<file path="src/hw/rsr_pkg.sv">
package rsr_pkg;

    // Register addresses on the host register port.
    localparam logic [4:0] ADDR_AUX_SYNTH = 5'h17;
    localparam logic [4:0] ADDR_CONV_CTRL = 5'h18;
    localparam logic [4:0] ADDR_CONV_READ = 5'h19;
    localparam logic [4:0] ADDR_RXLEN_HI = 5'h1a;
    localparam logic [4:0] ADDR_RXLEN_LO = 5'h1b;

    // Field positions of the auxiliary synthesizer word.
    localparam int AUX_BIAS4X_BIT = 23;
    localparam int AUX_VCO_DIRECT_BIT = 22;
    localparam int AUX_EXT_RF_BIT = 21;
    localparam int AUX_PRESC_EN_BIT = 20;
    localparam int AUX_B_LSB = 10;
    localparam int AUX_A_LSB = 0;
    localparam int PRESC_LOW_SHIFT = 5;

    // Field positions of the first receive-length register.
    localparam int RXL_SKIP_CRC_BIT = 7;
    localparam int RXL_DIRECT_BIT = 6;
    localparam logic [7:0] RXL_HI_MASK = 8'hc3;

    // Reset values.
    localparam logic [23:0] AUX_SYNTH_RST = 24'h011846;
    localparam logic [7:0] CONV_CTRL_RST = 8'h00;
    localparam logic [7:0] CONV_READ_RST = 8'h00;
    localparam logic [7:0] RXLEN_RST = 8'h00;

    // Host direct command that starts a conversion.
    localparam logic [7:0] CMD_TRIGGER_ADC = 8'h87;

    // Converter input selection codes.
    localparam logic [2:0] MSEL_MIXER_I = 3'h0;
    localparam logic [2:0] MSEL_MIXER_Q = 3'h1;
    localparam logic [2:0] MSEL_EXT_PIN = 3'h2;

    // Timing: one microsecond tick, then a count of ticks.
    localparam int CLK_FREQ_MHZ = 100;
    localparam int ADC_VALID_TIME_US = 20;
    localparam int TICK_CYCLES = CLK_FREQ_MHZ;
    localparam int ADC_VALID_TICKS = ADC_VALID_TIME_US;

    typedef struct packed {
        logic bias4x;
        logic vco_direct;
        logic ext_rf;
        logic presc_en;
        logic [9:0] b_value;
        logic [9:0] a_value;
    } rsr_synth_t;

    typedef struct packed {
        logic rx_start;
        logic rx_end;
        logic header;
        logic second_byte;
        logic err3;
        logic finished;
    } rsr_rx_evt_t;

    function automatic logic [16:0] rsr_div_ratio(input logic [9:0] b, input logic [9:0] a);
        logic [16:0] bw;
        logic [16:0] aw;
        bw = {7'h00, b};
        aw = {7'h00, a};
        rsr_div_ratio = (bw << PRESC_LOW_SHIFT) + (aw << PRESC_LOW_SHIFT) + aw;
    endfunction

endpackage

</file>
<file path="src/hw/rsr_adc_seq.sv">
`timescale 1ns/100ps
module rsr_adc_seq
    import rsr_pkg::*;
(
    // Clock and clear
    input wire logic mclk,
    input wire logic clear,
    // Control
    input wire logic start,
    input wire logic [2:0] msel,
    // Sampled levels
    input wire logic [7:0] mixer_i,
    input wire logic [7:0] mixer_q,
    input wire logic [7:0] ext_pin,
    // Result
    output logic [7:0] result,
    output logic busy
);

    typedef enum logic [1:0] {ADC_IDLE = 2'b01, ADC_CONV = 2'b10} rsr_adc_state_t;

    rsr_adc_state_t state_r, state_nxt;
    logic [6:0] div_r, div_nxt;
    logic [4:0] ticks_r, ticks_nxt;
    logic [7:0] result_r, result_nxt;
    logic [7:0] sample;
    logic tick;

    always_comb
    begin
        if (msel == MSEL_MIXER_Q)
            sample = mixer_q;
        else if (msel == MSEL_EXT_PIN)
            sample = ext_pin;
        else
            sample = mixer_i; // see RQ8
        tick = (div_r == 7'(TICK_CYCLES - 1));
        state_nxt = state_r;
        div_nxt = div_r;
        ticks_nxt = ticks_r;
        result_nxt = result_r;
        case (state_r)
            ADC_IDLE:
            begin
                if (start)
                begin
                    state_nxt = ADC_CONV;
                    div_nxt = 7'h00;
                    ticks_nxt = 5'h00;
                end
            end
            ADC_CONV:
            begin
                // A new trigger during a conversion restarts the timing.
                div_nxt = tick ? 7'h00 : div_r + 7'h01;
                if (start)
                begin
                    div_nxt = 7'h00;
                    ticks_nxt = 5'h00;
                end
                else if (tick && ticks_r == 5'(ADC_VALID_TICKS - 1))
                begin
                    state_nxt = ADC_IDLE;
                    result_nxt = sample; // see RQ9
                end
                else if (tick)
                    ticks_nxt = ticks_r + 5'h01;
            end
            default:
                state_nxt = ADC_IDLE;
        endcase
    end

    always_ff @(posedge mclk)
    begin
        if (clear)
        begin
            state_r <= ADC_IDLE;
            div_r <= 7'h00;
            ticks_r <= 5'h00;
            result_r <= CONV_READ_RST;
        end
        else
        begin
            state_r <= state_nxt;
            div_r <= div_nxt;
            ticks_r <= ticks_nxt;
            result_r <= result_nxt;
        end
    end

    assign result = result_r;
    assign busy = (state_r == ADC_CONV);

endmodule

</file>
<file path="src/hw/rsr_rx_opts.sv">
`timescale 1ns/100ps
module rsr_rx_opts
    import rsr_pkg::*;
(
    // Clock and clear
    input wire logic mclk,
    input wire logic clear,
    // Options from the length registers
    input wire logic skip_crc_opt,
    input wire logic direct_opt,
    // Receiver events and bytes
    input wire rsr_rx_evt_t evt,
    input wire logic byte_valid,
    input wire logic [7:0] byte_data,
    input wire logic byte_is_crc,
    // Results
    output logic crc_check_en,
    output logic fifo_push,
    output logic [7:0] fifo_byte,
    output logic irq_header_line,
    output logic third_error_irq_line
);

    logic skip_r, skip_nxt;
    logic push_r, push_nxt;
    logic [7:0] byte_r, byte_nxt;

    always_comb
    begin
        skip_nxt = skip_r;
        // The option is captured once per frame so a clear at frame end cannot cut it short.
        if (evt.rx_start)
            skip_nxt = skip_crc_opt; // see RQ10
        else if (evt.rx_end)
            skip_nxt = 1'b0;
        push_nxt = byte_valid && (!byte_is_crc || skip_r); // see RQ11
        byte_nxt = byte_valid ? byte_data : byte_r;
    end

    always_ff @(posedge mclk)
    begin
        if (clear)
        begin
            skip_r <= 1'b0;
            push_r <= 1'b0;
            byte_r <= 8'h00;
        end
        else
        begin
            skip_r <= skip_nxt;
            push_r <= push_nxt;
            byte_r <= byte_nxt;
        end
    end

    assign crc_check_en = !skip_r; // see RQ10
    assign fifo_push = push_r;
    assign fifo_byte = byte_r;
    assign irq_header_line = direct_opt ? evt.second_byte : evt.header; // see RQ12
    assign third_error_irq_line = direct_opt ? evt.finished : evt.err3; // see RQ13

endmodule

</file>
<file path="src/hw/rsr_regs.sv">
`timescale 1ns/100ps
// Notes on behaviour
// RQ1: Aux word holds B high, A low.
// RQ2: Bit 21 picks external RF source.
// RQ3: Bit 22 picks direct oscillator path.
// RQ4: Bit 20 enables divider and prescaler.
// RQ5: Bit 23 quadruples amplifier bias.
// RQ6: Aux word presets to 01 18 46.
// RQ7: Converter control byte, clears to zero.
// RQ8: Select field picks converter input source.
// RQ9: Command 87 gives result within 20us.
// RQ10: Skip-CRC bit applies to next reception only.
// RQ11: Skipped-CRC reception forwards CRC bytes too.
// RQ12: Direct option swaps header for second-byte.
// RQ13: Direct option swaps error3 for finished.
// RQ14: Ten-bit length split across two registers.
// RQ15: Length registers clear at reset, disable, end; a host write in the frame-end cycle is kept instead.
// RQ16: Host issues trigger command to measure.
// RQ17: Readout register ignores host writes.
// RQ18: Aux word moves as three bytes, MSB first.
module rsr_regs
    import rsr_pkg::*;
(
    // Clock and reset
    input wire logic mclk,
    input wire logic reset_n,
    // Chip enable pin, low disables and clears
    input wire logic chip_en,
    // Host register port
    input wire logic host_sel,
    input wire logic host_wr,
    input wire logic host_rd,
    input wire logic [4:0] host_addr,
    input wire logic [7:0] host_wdata,
    output logic [7:0] host_rdata,
    output logic host_rvalid,
    // Host direct commands
    input wire logic host_cmd_valid,
    input wire logic [7:0] host_cmd,
    // Converter inputs
    input wire logic [2:0] msel,
    input wire logic [7:0] mixer_i_level,
    input wire logic [7:0] mixer_q_level,
    input wire logic [7:0] ext_pin_level,
    // Synthesizer and converter controls
    output rsr_synth_t aux_synth,
    output logic [16:0] aux_div_ratio,
    output logic [7:0] dac_value,
    output logic adc_busy,
    // Receiver side
    input wire rsr_rx_evt_t rx_evt,
    input wire logic rx_byte_valid,
    input wire logic [7:0] rx_byte,
    input wire logic rx_byte_is_crc,
    output logic [9:0] rx_len,
    output logic crc_check_en,
    output logic fifo_push,
    output logic [7:0] fifo_byte,
    output logic irq_header_line,
    output logic third_error_irq_line
);

    // Chip enable synchroniser.
    logic en_meta_r, en_meta_nxt;
    logic en_sync_r, en_sync_nxt;
    logic clear;

    always_comb
    begin
        en_meta_nxt = chip_en;
        en_sync_nxt = en_meta_r;
    end

    always_ff @(posedge mclk)
    begin
        if (!reset_n)
        begin
            en_meta_r <= 1'b0;
            en_sync_r <= 1'b0;
        end
        else
        begin
            en_meta_r <= en_meta_nxt;
            en_sync_r <= en_sync_nxt;
        end
    end

    // Power-on reset and chip disable both return every register to its preset.
    assign clear = !reset_n || !en_sync_r; // see RQ15

    // One-hot register select: aux, control, readout, length high, length low.
    function automatic logic [4:0] reg_hit(input logic [4:0] a);
        logic [4:0] h;
        h = 5'h00;
        if (a == ADDR_AUX_SYNTH)
            h = 5'h01;
        else if (a == ADDR_CONV_CTRL)
            h = 5'h02;
        else if (a == ADDR_CONV_READ)
            h = 5'h04;
        else if (a == ADDR_RXLEN_HI)
            h = 5'h08;
        else if (a == ADDR_RXLEN_LO)
            h = 5'h10;
        return h;
    endfunction

    // Access decode, shared by the write strobes and the read mux.
    logic [4:0] hit;
    logic wr_aux, wr_dac, wr_rxhi, wr_rxlo, rd_aux;

    assign hit = reg_hit(host_addr);

    always_comb
    begin
        wr_aux = 1'b0;
        wr_dac = 1'b0;
        wr_rxhi = 1'b0;
        wr_rxlo = 1'b0;
        rd_aux = 1'b0;
        if (hit[0])
        begin
            wr_aux = host_wr;
            rd_aux = host_rd && !host_wr;
        end
        else if (hit[1])
            wr_dac = host_wr;
        else if (hit[3])
            wr_rxhi = host_wr;
        else if (hit[4])
            wr_rxlo = host_wr;
        // Writes to the readout register and to unmapped addresses fall through.
    end

    // Auxiliary synthesizer word, staged byte by byte.
    logic [23:0] aux_r, aux_nxt;
    logic [15:0] stage_r, stage_nxt;
    logic [1:0] idx_r, idx_nxt;

    always_comb
    begin
        aux_nxt = aux_r;
        stage_nxt = stage_r;
        idx_nxt = idx_r;
        // Each select frame starts again at the most significant byte.
        if (!host_sel)
            idx_nxt = 2'h0; // see RQ18
        else if (wr_aux || rd_aux)
            idx_nxt = (idx_r == 2'h2) ? 2'h0 : idx_r + 2'h1;
        if (wr_aux)
        begin
            if (idx_r == 2'h0)
                stage_nxt[15:8] = host_wdata;
            else if (idx_r == 2'h1)
                stage_nxt[7:0] = host_wdata;
            else
                aux_nxt = {stage_r, host_wdata}; // see RQ18
        end
    end

    always_ff @(posedge mclk)
    begin
        if (clear)
        begin
            aux_r <= AUX_SYNTH_RST; // see RQ6
            stage_r <= 16'h0000;
            idx_r <= 2'h0;
        end
        else
        begin
            aux_r <= aux_nxt;
            stage_r <= stage_nxt;
            idx_r <= idx_nxt;
        end
    end

    // Aux field outputs.
    always_comb
    begin
        aux_synth.bias4x = aux_r[AUX_BIAS4X_BIT]; // see RQ5
        aux_synth.vco_direct = aux_r[AUX_VCO_DIRECT_BIT]; // see RQ3
        aux_synth.ext_rf = aux_r[AUX_EXT_RF_BIT]; // see RQ2
        aux_synth.presc_en = aux_r[AUX_PRESC_EN_BIT]; // see RQ4
        aux_synth.b_value = aux_r[AUX_B_LSB +: 10]; // see RQ1
        aux_synth.a_value = aux_r[AUX_A_LSB +: 10]; // see RQ1
    end

    // Ratio is loaded with the aux word so the loop logic need not multiply.
    localparam logic [16:0] RATIO_RST = rsr_div_ratio(AUX_SYNTH_RST[AUX_B_LSB +: 10],
        AUX_SYNTH_RST[AUX_A_LSB +: 10]);
    logic [16:0] ratio_r, ratio_nxt;

    always_comb
    begin
        ratio_nxt = rsr_div_ratio(aux_nxt[AUX_B_LSB +: 10], aux_nxt[AUX_A_LSB +: 10]); // see RQ1
    end

    always_ff @(posedge mclk)
    begin
        if (clear)
            ratio_r <= RATIO_RST; // see RQ6
        else
            ratio_r <= ratio_nxt;
    end

    assign aux_div_ratio = ratio_r;

    // Converter control value.
    logic [7:0] dac_r, dac_nxt;

    always_comb
    begin
        dac_nxt = wr_dac ? host_wdata : dac_r; // see RQ7
    end

    always_ff @(posedge mclk)
    begin
        if (clear)
            dac_r <= CONV_CTRL_RST; // see RQ7
        else
            dac_r <= dac_nxt;
    end

    assign dac_value = dac_r;

    // Converter sequencing, started only by the trigger command.
    logic adc_start;
    logic [7:0] adc_result;

    assign adc_start = host_cmd_valid && (host_cmd == CMD_TRIGGER_ADC); // see RQ9 RQ16

    rsr_adc_seq u_adc
    (
        .mclk(mclk),
        .clear(clear),
        .start(adc_start),
        .msel(msel),
        .mixer_i(mixer_i_level),
        .mixer_q(mixer_q_level),
        .ext_pin(ext_pin_level),
        .result(adc_result),
        .busy(adc_busy)
    );

    // Receive length registers.
    logic [7:0] rxhi_r, rxhi_nxt;
    logic [7:0] rxlo_r, rxlo_nxt;

    always_comb
    begin
        rxhi_nxt = rxhi_r;
        rxlo_nxt = rxlo_r;
        if (rx_evt.rx_end)
        begin
            rxhi_nxt = RXLEN_RST; // see RQ15
            rxlo_nxt = RXLEN_RST; // see RQ15
        end
        // A host write in the same cycle as frame end is kept rather than lost.
        if (wr_rxhi)
            rxhi_nxt = host_wdata & RXL_HI_MASK; // see RQ14
        if (wr_rxlo)
            rxlo_nxt = host_wdata; // see RQ14
    end

    always_ff @(posedge mclk)
    begin
        if (clear)
        begin
            rxhi_r <= RXLEN_RST;
            rxlo_r <= RXLEN_RST;
        end
        else
        begin
            rxhi_r <= rxhi_nxt;
            rxlo_r <= rxlo_nxt;
        end
    end

    assign rx_len = {rxhi_r[1:0], rxlo_r}; // see RQ14

    rsr_rx_opts u_rx
    (
        .mclk(mclk),
        .clear(clear),
        .skip_crc_opt(rxhi_r[RXL_SKIP_CRC_BIT]),
        .direct_opt(rxhi_r[RXL_DIRECT_BIT]),
        .evt(rx_evt),
        .byte_valid(rx_byte_valid),
        .byte_data(rx_byte),
        .byte_is_crc(rx_byte_is_crc),
        .crc_check_en(crc_check_en),
        .fifo_push(fifo_push),
        .fifo_byte(fifo_byte),
        .irq_header_line(irq_header_line),
        .third_error_irq_line(third_error_irq_line)
    );

    // Read path, one cycle after the strobe.
    logic [7:0] rdata_r, rdata_nxt;
    logic rvalid_r, rvalid_nxt;

    always_comb
    begin
        rdata_nxt = rdata_r;
        rvalid_nxt = host_rd;
        if (host_rd)
        begin
            if (hit[0])
            begin
                if (idx_r == 2'h0)
                    rdata_nxt = aux_r[23:16]; // see RQ18
                else if (idx_r == 2'h1)
                    rdata_nxt = aux_r[15:8];
                else
                    rdata_nxt = aux_r[7:0];
            end
            else if (hit[1])
                rdata_nxt = dac_r;
            else if (hit[2])
                rdata_nxt = adc_result; // see RQ17
            else if (hit[3])
                rdata_nxt = rxhi_r;
            else if (hit[4])
                rdata_nxt = rxlo_r;
            else
                rdata_nxt = 8'h00;
        end
    end

    always_ff @(posedge mclk)
    begin
        if (clear)
        begin
            rdata_r <= 8'h00;
            rvalid_r <= 1'b0;
        end
        else
        begin
            rdata_r <= rdata_nxt;
            rvalid_r <= rvalid_nxt;
        end
    end

    assign host_rdata = rdata_r;
    assign host_rvalid = rvalid_r;

endmodule

</file>
<file path="config.mk">
export PLATFORM = sky130hd
export DESIGN_NAME = rsr_regs
export DESIGN_NICKNAME = d
export VERILOG_FILES = /design/src/hw/rsr_pkg.sv /design/src/hw/rsr_adc_seq.sv /design/src/hw/rsr_rx_opts.sv /design/src/hw/rsr_regs.sv
export SDC_FILE = /design/constraint.sdc
export NUM_CORES = 1
export LEC_CHECK = 0
export ABC_AREA = 1
export BUFFER_PORTS_ARGS = -buffer_cell sky130_fd_sc_hd__buf_4
export CORE_MARGIN = 1
export CORE_UTILIZATION = 50
export CTS_CLUSTER_DIAMETER = 50
export DETAILED_ROUTE_END_ITERATION = 10
export HOLD_SLACK_MARGIN = 0.06
export MAX_ROUTING_LAYER = met4
export PLACE_DENSITY = 0.78
export SYNTH_ARGS = -nofsm -noshare
export SYNTH_HDL_FRONTEND = slang
export SYNTH_SLANG_ARGS = --single-unit
</file>
<file path="constraint.sdc">
create_clock -name mclk -period 5.2 [get_ports mclk]
set_clock_uncertainty 0.05 [all_clocks]
set_input_delay 0.52 -clock mclk [delete_from_list [all_inputs] [get_ports mclk]]
set_output_delay 0.52 -clock mclk [all_outputs]
set_load 0.005 [all_outputs]
</file>
==> summary.txt <==
Run status
  – Run status: finished clean

Critical path
  – RR Startpoint: idx_r[1]
  – Worst reg-to-reg path cell count: 13
  – Crit-path max cell delay: 0.46 ns
  – Worst Path Arrival: between 3 and 4 ns
  – Critical Path End Type: flip-flop
  – Worst Path Max Fanout: 35
  – Most common cell on crit path: inv_1
  – R2r setup slk: 1.74 ns
  – Critical path class: input pin to flip-flop
  – Setup crit start kind: input pin
  – Slowest CP cell: fa_1
  – Worst-path cell chain: buf_4 > nand2_2 > nor2_4 > nand3_4 > nor2_8 > nand2_4 > clkinv_2 > nand2_1 > o21ai_1 > fa_1 > inv_1 > ha_1 > inv_1 > fa_1 > o21ai_0 > nand3_1 > a21oi_1 > o21bai_1 > inv_1
  – RR Endpoint: aux_div_ratio[16]
  – Required @ worst endpoint: 5.51 ns

Routing
  – DRC: 0
  – Drt wl/cell: between 10 and 15 um
  – DRT Wirelength: 15900 um
  – Post-route ant nets: 0
  – DR pass1 iterations: 6
  – DR vias: about 5700
  – DRT iter0 DRCs: 483
  – Vias per cell: 5.19

Hold path
  – Hold Path Class: input pin to flip-flop
  – Worst Hold Path EP: u_rx.fifo_push
  – Worst Hold Depth: 2
  – Hold_sp: rx_byte_is_crc

Finish
  – Syn-to-layout area delta: 31.3%
  – Nets@finish: 1037
  – # fillers: 968
  – Commonest non-fill, non-tap cells in the layout: nand2_1 (189), buf_4 (153), dfxtp_1 (117)
  – Seq. cell area: 0.00234 sq mm
  – Layout cells sized above 1: 0.224
  – # diodes: 0
  – Post-layout util: 0.683
  – Area of the multi-input gates: 0.00283 sq mm
  – Most common cell after layout, fill and taps aside: nand2_1

CTS
  – Max clock buf depth: 2
  – H-Tree Depth: 4
  – Post-CTS Setup Bufs: 0
  – Clock Latency Late Sink: 0.41 ns
  – CTS Root Cell: clkbuf_16
  – CTS sink count: between 100 and 150
  – Cts bufs inserted: 17
  – # resized after CTS: 0
  – Post-CTS Hold Buffers: 0
  – CTS tree: built
  – Clk pin slew, worst setup/hold paths: 0.06 ns

Global routing
  – Grt total ovfl: 0
  – Initial antenna violation count: 0
  – Largest net degree at the start of global routing: a little over 70
  – First-pass GRT wire length: roughly 25000 um
  – Vias in the first global route: between 5000 and 6000
  – Total track usage: 0.282

Yosys
  – Netlist Area Pre-Place: about 0.0057 sq mm
  – Async SR Flop Fraction: 0
  – Synth Register Bits: around 120
  – Most common flop cell mapped by yosys: dfxtp_1
  – Sequential cell area fraction in the yosys report: 0.408
  – Ys Warns: 0
  – Post-synth cell types: 42
  – Syn Area/Cell: 7.13 sq um
  – Post-Syn Nets: 898
  – Synth Instances: 805
  – Post-synth EDFFs: 0

Timing
  – Worst-case hold slack: 0.236 ns
  – Final setup TNS: 0 ns
  – Setup violations, final: 0
  – Fin. max-slew vios: 0
  – Slew HR: 0.413
  – Final hold violations: 0
  – Fmax: 272 MHz
  – Slew @ Worst Pin: a little under 0.9 ns
  – RSZ-0062 raised after global routing: no
  – Final period util: 0.706
  – Min Tclk post-route: 3.67 ns

Floorplanning
  – # rows: 38
  – Placeable Area: roughly 0.011 sq mm
  – Initial Util: 0.520
  – Die area: 0.0119 sq mm
  – Die height: approximately 110 um
  – I/O Pins: 152
  – Die Wd: 109 um

Power and ir drop
  – Static Leak: 3.54 nW
  – Peak VDD IR: 0.000268 V
  – Total power per unit cell area: 302 mW/mm^2

Job
  – Max Cap Violations: 0

Place
  – GPL Wtd Cong: between 0.8 and 0.9
  – Final HPWL DP: 11400 um
  – Port Buffers: 151
sequential cells by signal (all words and copies together) (netlist names), 2 cells and up:
signal,cells
u_adc.state_r,2
aux_div_ratio,12
rxhi_r,4
stage_r,16
u_adc.ticks_r,5
dac_value,8
u_adc.div_r,7
rxlo_r,8
u_rx.fifo_byte,8
aux_synth,24
idx_r,2
host_rdata,8
u_adc.result,8
synth_stat cells (2+ instances only):
cell	instances	area, sq um
clkinv_1	3	11.3
o211ai_1	4	30.0
mux2_2	2	22.5
buf_6	3	33.8
nor2_2	2	12.5
a211oi_1	2	15.0
clkinv_2	2	10.0
buf_4	5	37.5
o21bai_1	3	22.5
nand4_1	11	68.8
nor2_1	67	251
o21ai_2	5	43.8
inv_1	99	372
xor2_1	5	43.8
dfxtp_1	117	2340
buf_2	9	45.0
o21ai_0	40	200
o22ai_1	3	18.8
nand3_1	68	340
fa_1	6	120
or2_2	9	56.3
ha_1	16	200
and2_1	2	12.5
a21oi_1	81	405
o21ai_1	15	75.1
o221ai_1	4	35.0
nand2_1	190	713
clkbuf_1	16	60.1
nor3_1	3	15.0
worst max path at each step:
| stage | startpoint | endpoint | slack (ns) |
|---|---|---|---|
| 2_1_floorplan | host_addr[1] | aux_div_ratio[14] | 1.94 |
| 3_3_place_gp | host_addr[0] | aux_div_ratio[14] | 1.32 |
| 3_5_place_dp | host_addr[0] | aux_div_ratio[14] | 1.17 |
| 4_1_cts | host_addr[0] | aux_div_ratio[16] | 1.59 |
| 5_1_grt | host_addr[0] | aux_div_ratio[16] | 1.19 |
| 6_report | host_addr[0] | aux_div_ratio[16] | 1.53 |
worst max-delay path: cells and delay by family:
| family | cells | cell delay [ns] |
|---|---|---|
| buffers and inverters | 5 | 0.53 |
| adder cells (fa/ha/maj) | 3 | 1.04 |
| AND/OR/NAND/NOR | 7 | 1.04 |
| AO/OA/AOI/OAI | 4 | 0.85 |
cells by family after synthesis:
family,count (synthesis),synth area share
adders and majority gates,22,0.0558
xor gates and xnor gates,5,0.00763
AOI/OAI and AO/OA,160,0.151
DFF,117,0.408
buffers and inverters,138,0.0999
muxes,2,0.00392
and+or+nand+nor,361,0.273
stage by stage:
step / power, mW / setup slack, ns / instance area (sq um) / std cells
2_1_floorplan: 0.958 / 1.94 / 5740 / 805
3_3_place_gp: 1.02 / 1.32 / 6890 / 1065
3_5_place_dp: 1.02 / 1.17 / 6890 / 1065
4_1_cts: 2.29 / 1.59 / 7530 / 1097
5_1_grt: 2.34 / 1.19 / 7530 / 1097
6_report: 2.28 / 1.53 / 7530 / 1097
cell type report:
| class | count | area share |
|---|---|---|
| Clock buffer | 19 | 0.0601 |
| Timing Repair Buffer | 153 | 0.152 |
| Sequential cell | 117 | 0.311 |
| Tap cell | 140 | 0.0232 |
| Clock inverter | 13 | 0.0257 |
| Inverter | 105 | 0.0526 |
| Multi-Input combinational cell | 550 | 0.375 |
routing by layer:
| metal | part of all wire | vias up | GRT usage |
|---|---|---|---|
| met5 | 0 | - | - |
| met4 | 0.015 | 0 | 0.0878 |
| met3 | 0.083 | 22 | 0.0711 |
| met2 | 0.47 | 242 | 0.440 |
| met1 | 0.44 | 2545 | 0.357 |
| li1 | - | 2882 | - |
power by group:
group	total, mW	switching (mW)	internal (mW)	leakage [nW]
Sequential	0.900	0.00116	0.899	0.943
Combinational	0.103	0.0534	0.0491	2.28
Clock	1.28	0.442	0.835	0.315
Total	2.28	0.496	1.78	3.54
No activity file was read; power rests on OpenSTA's default activity.
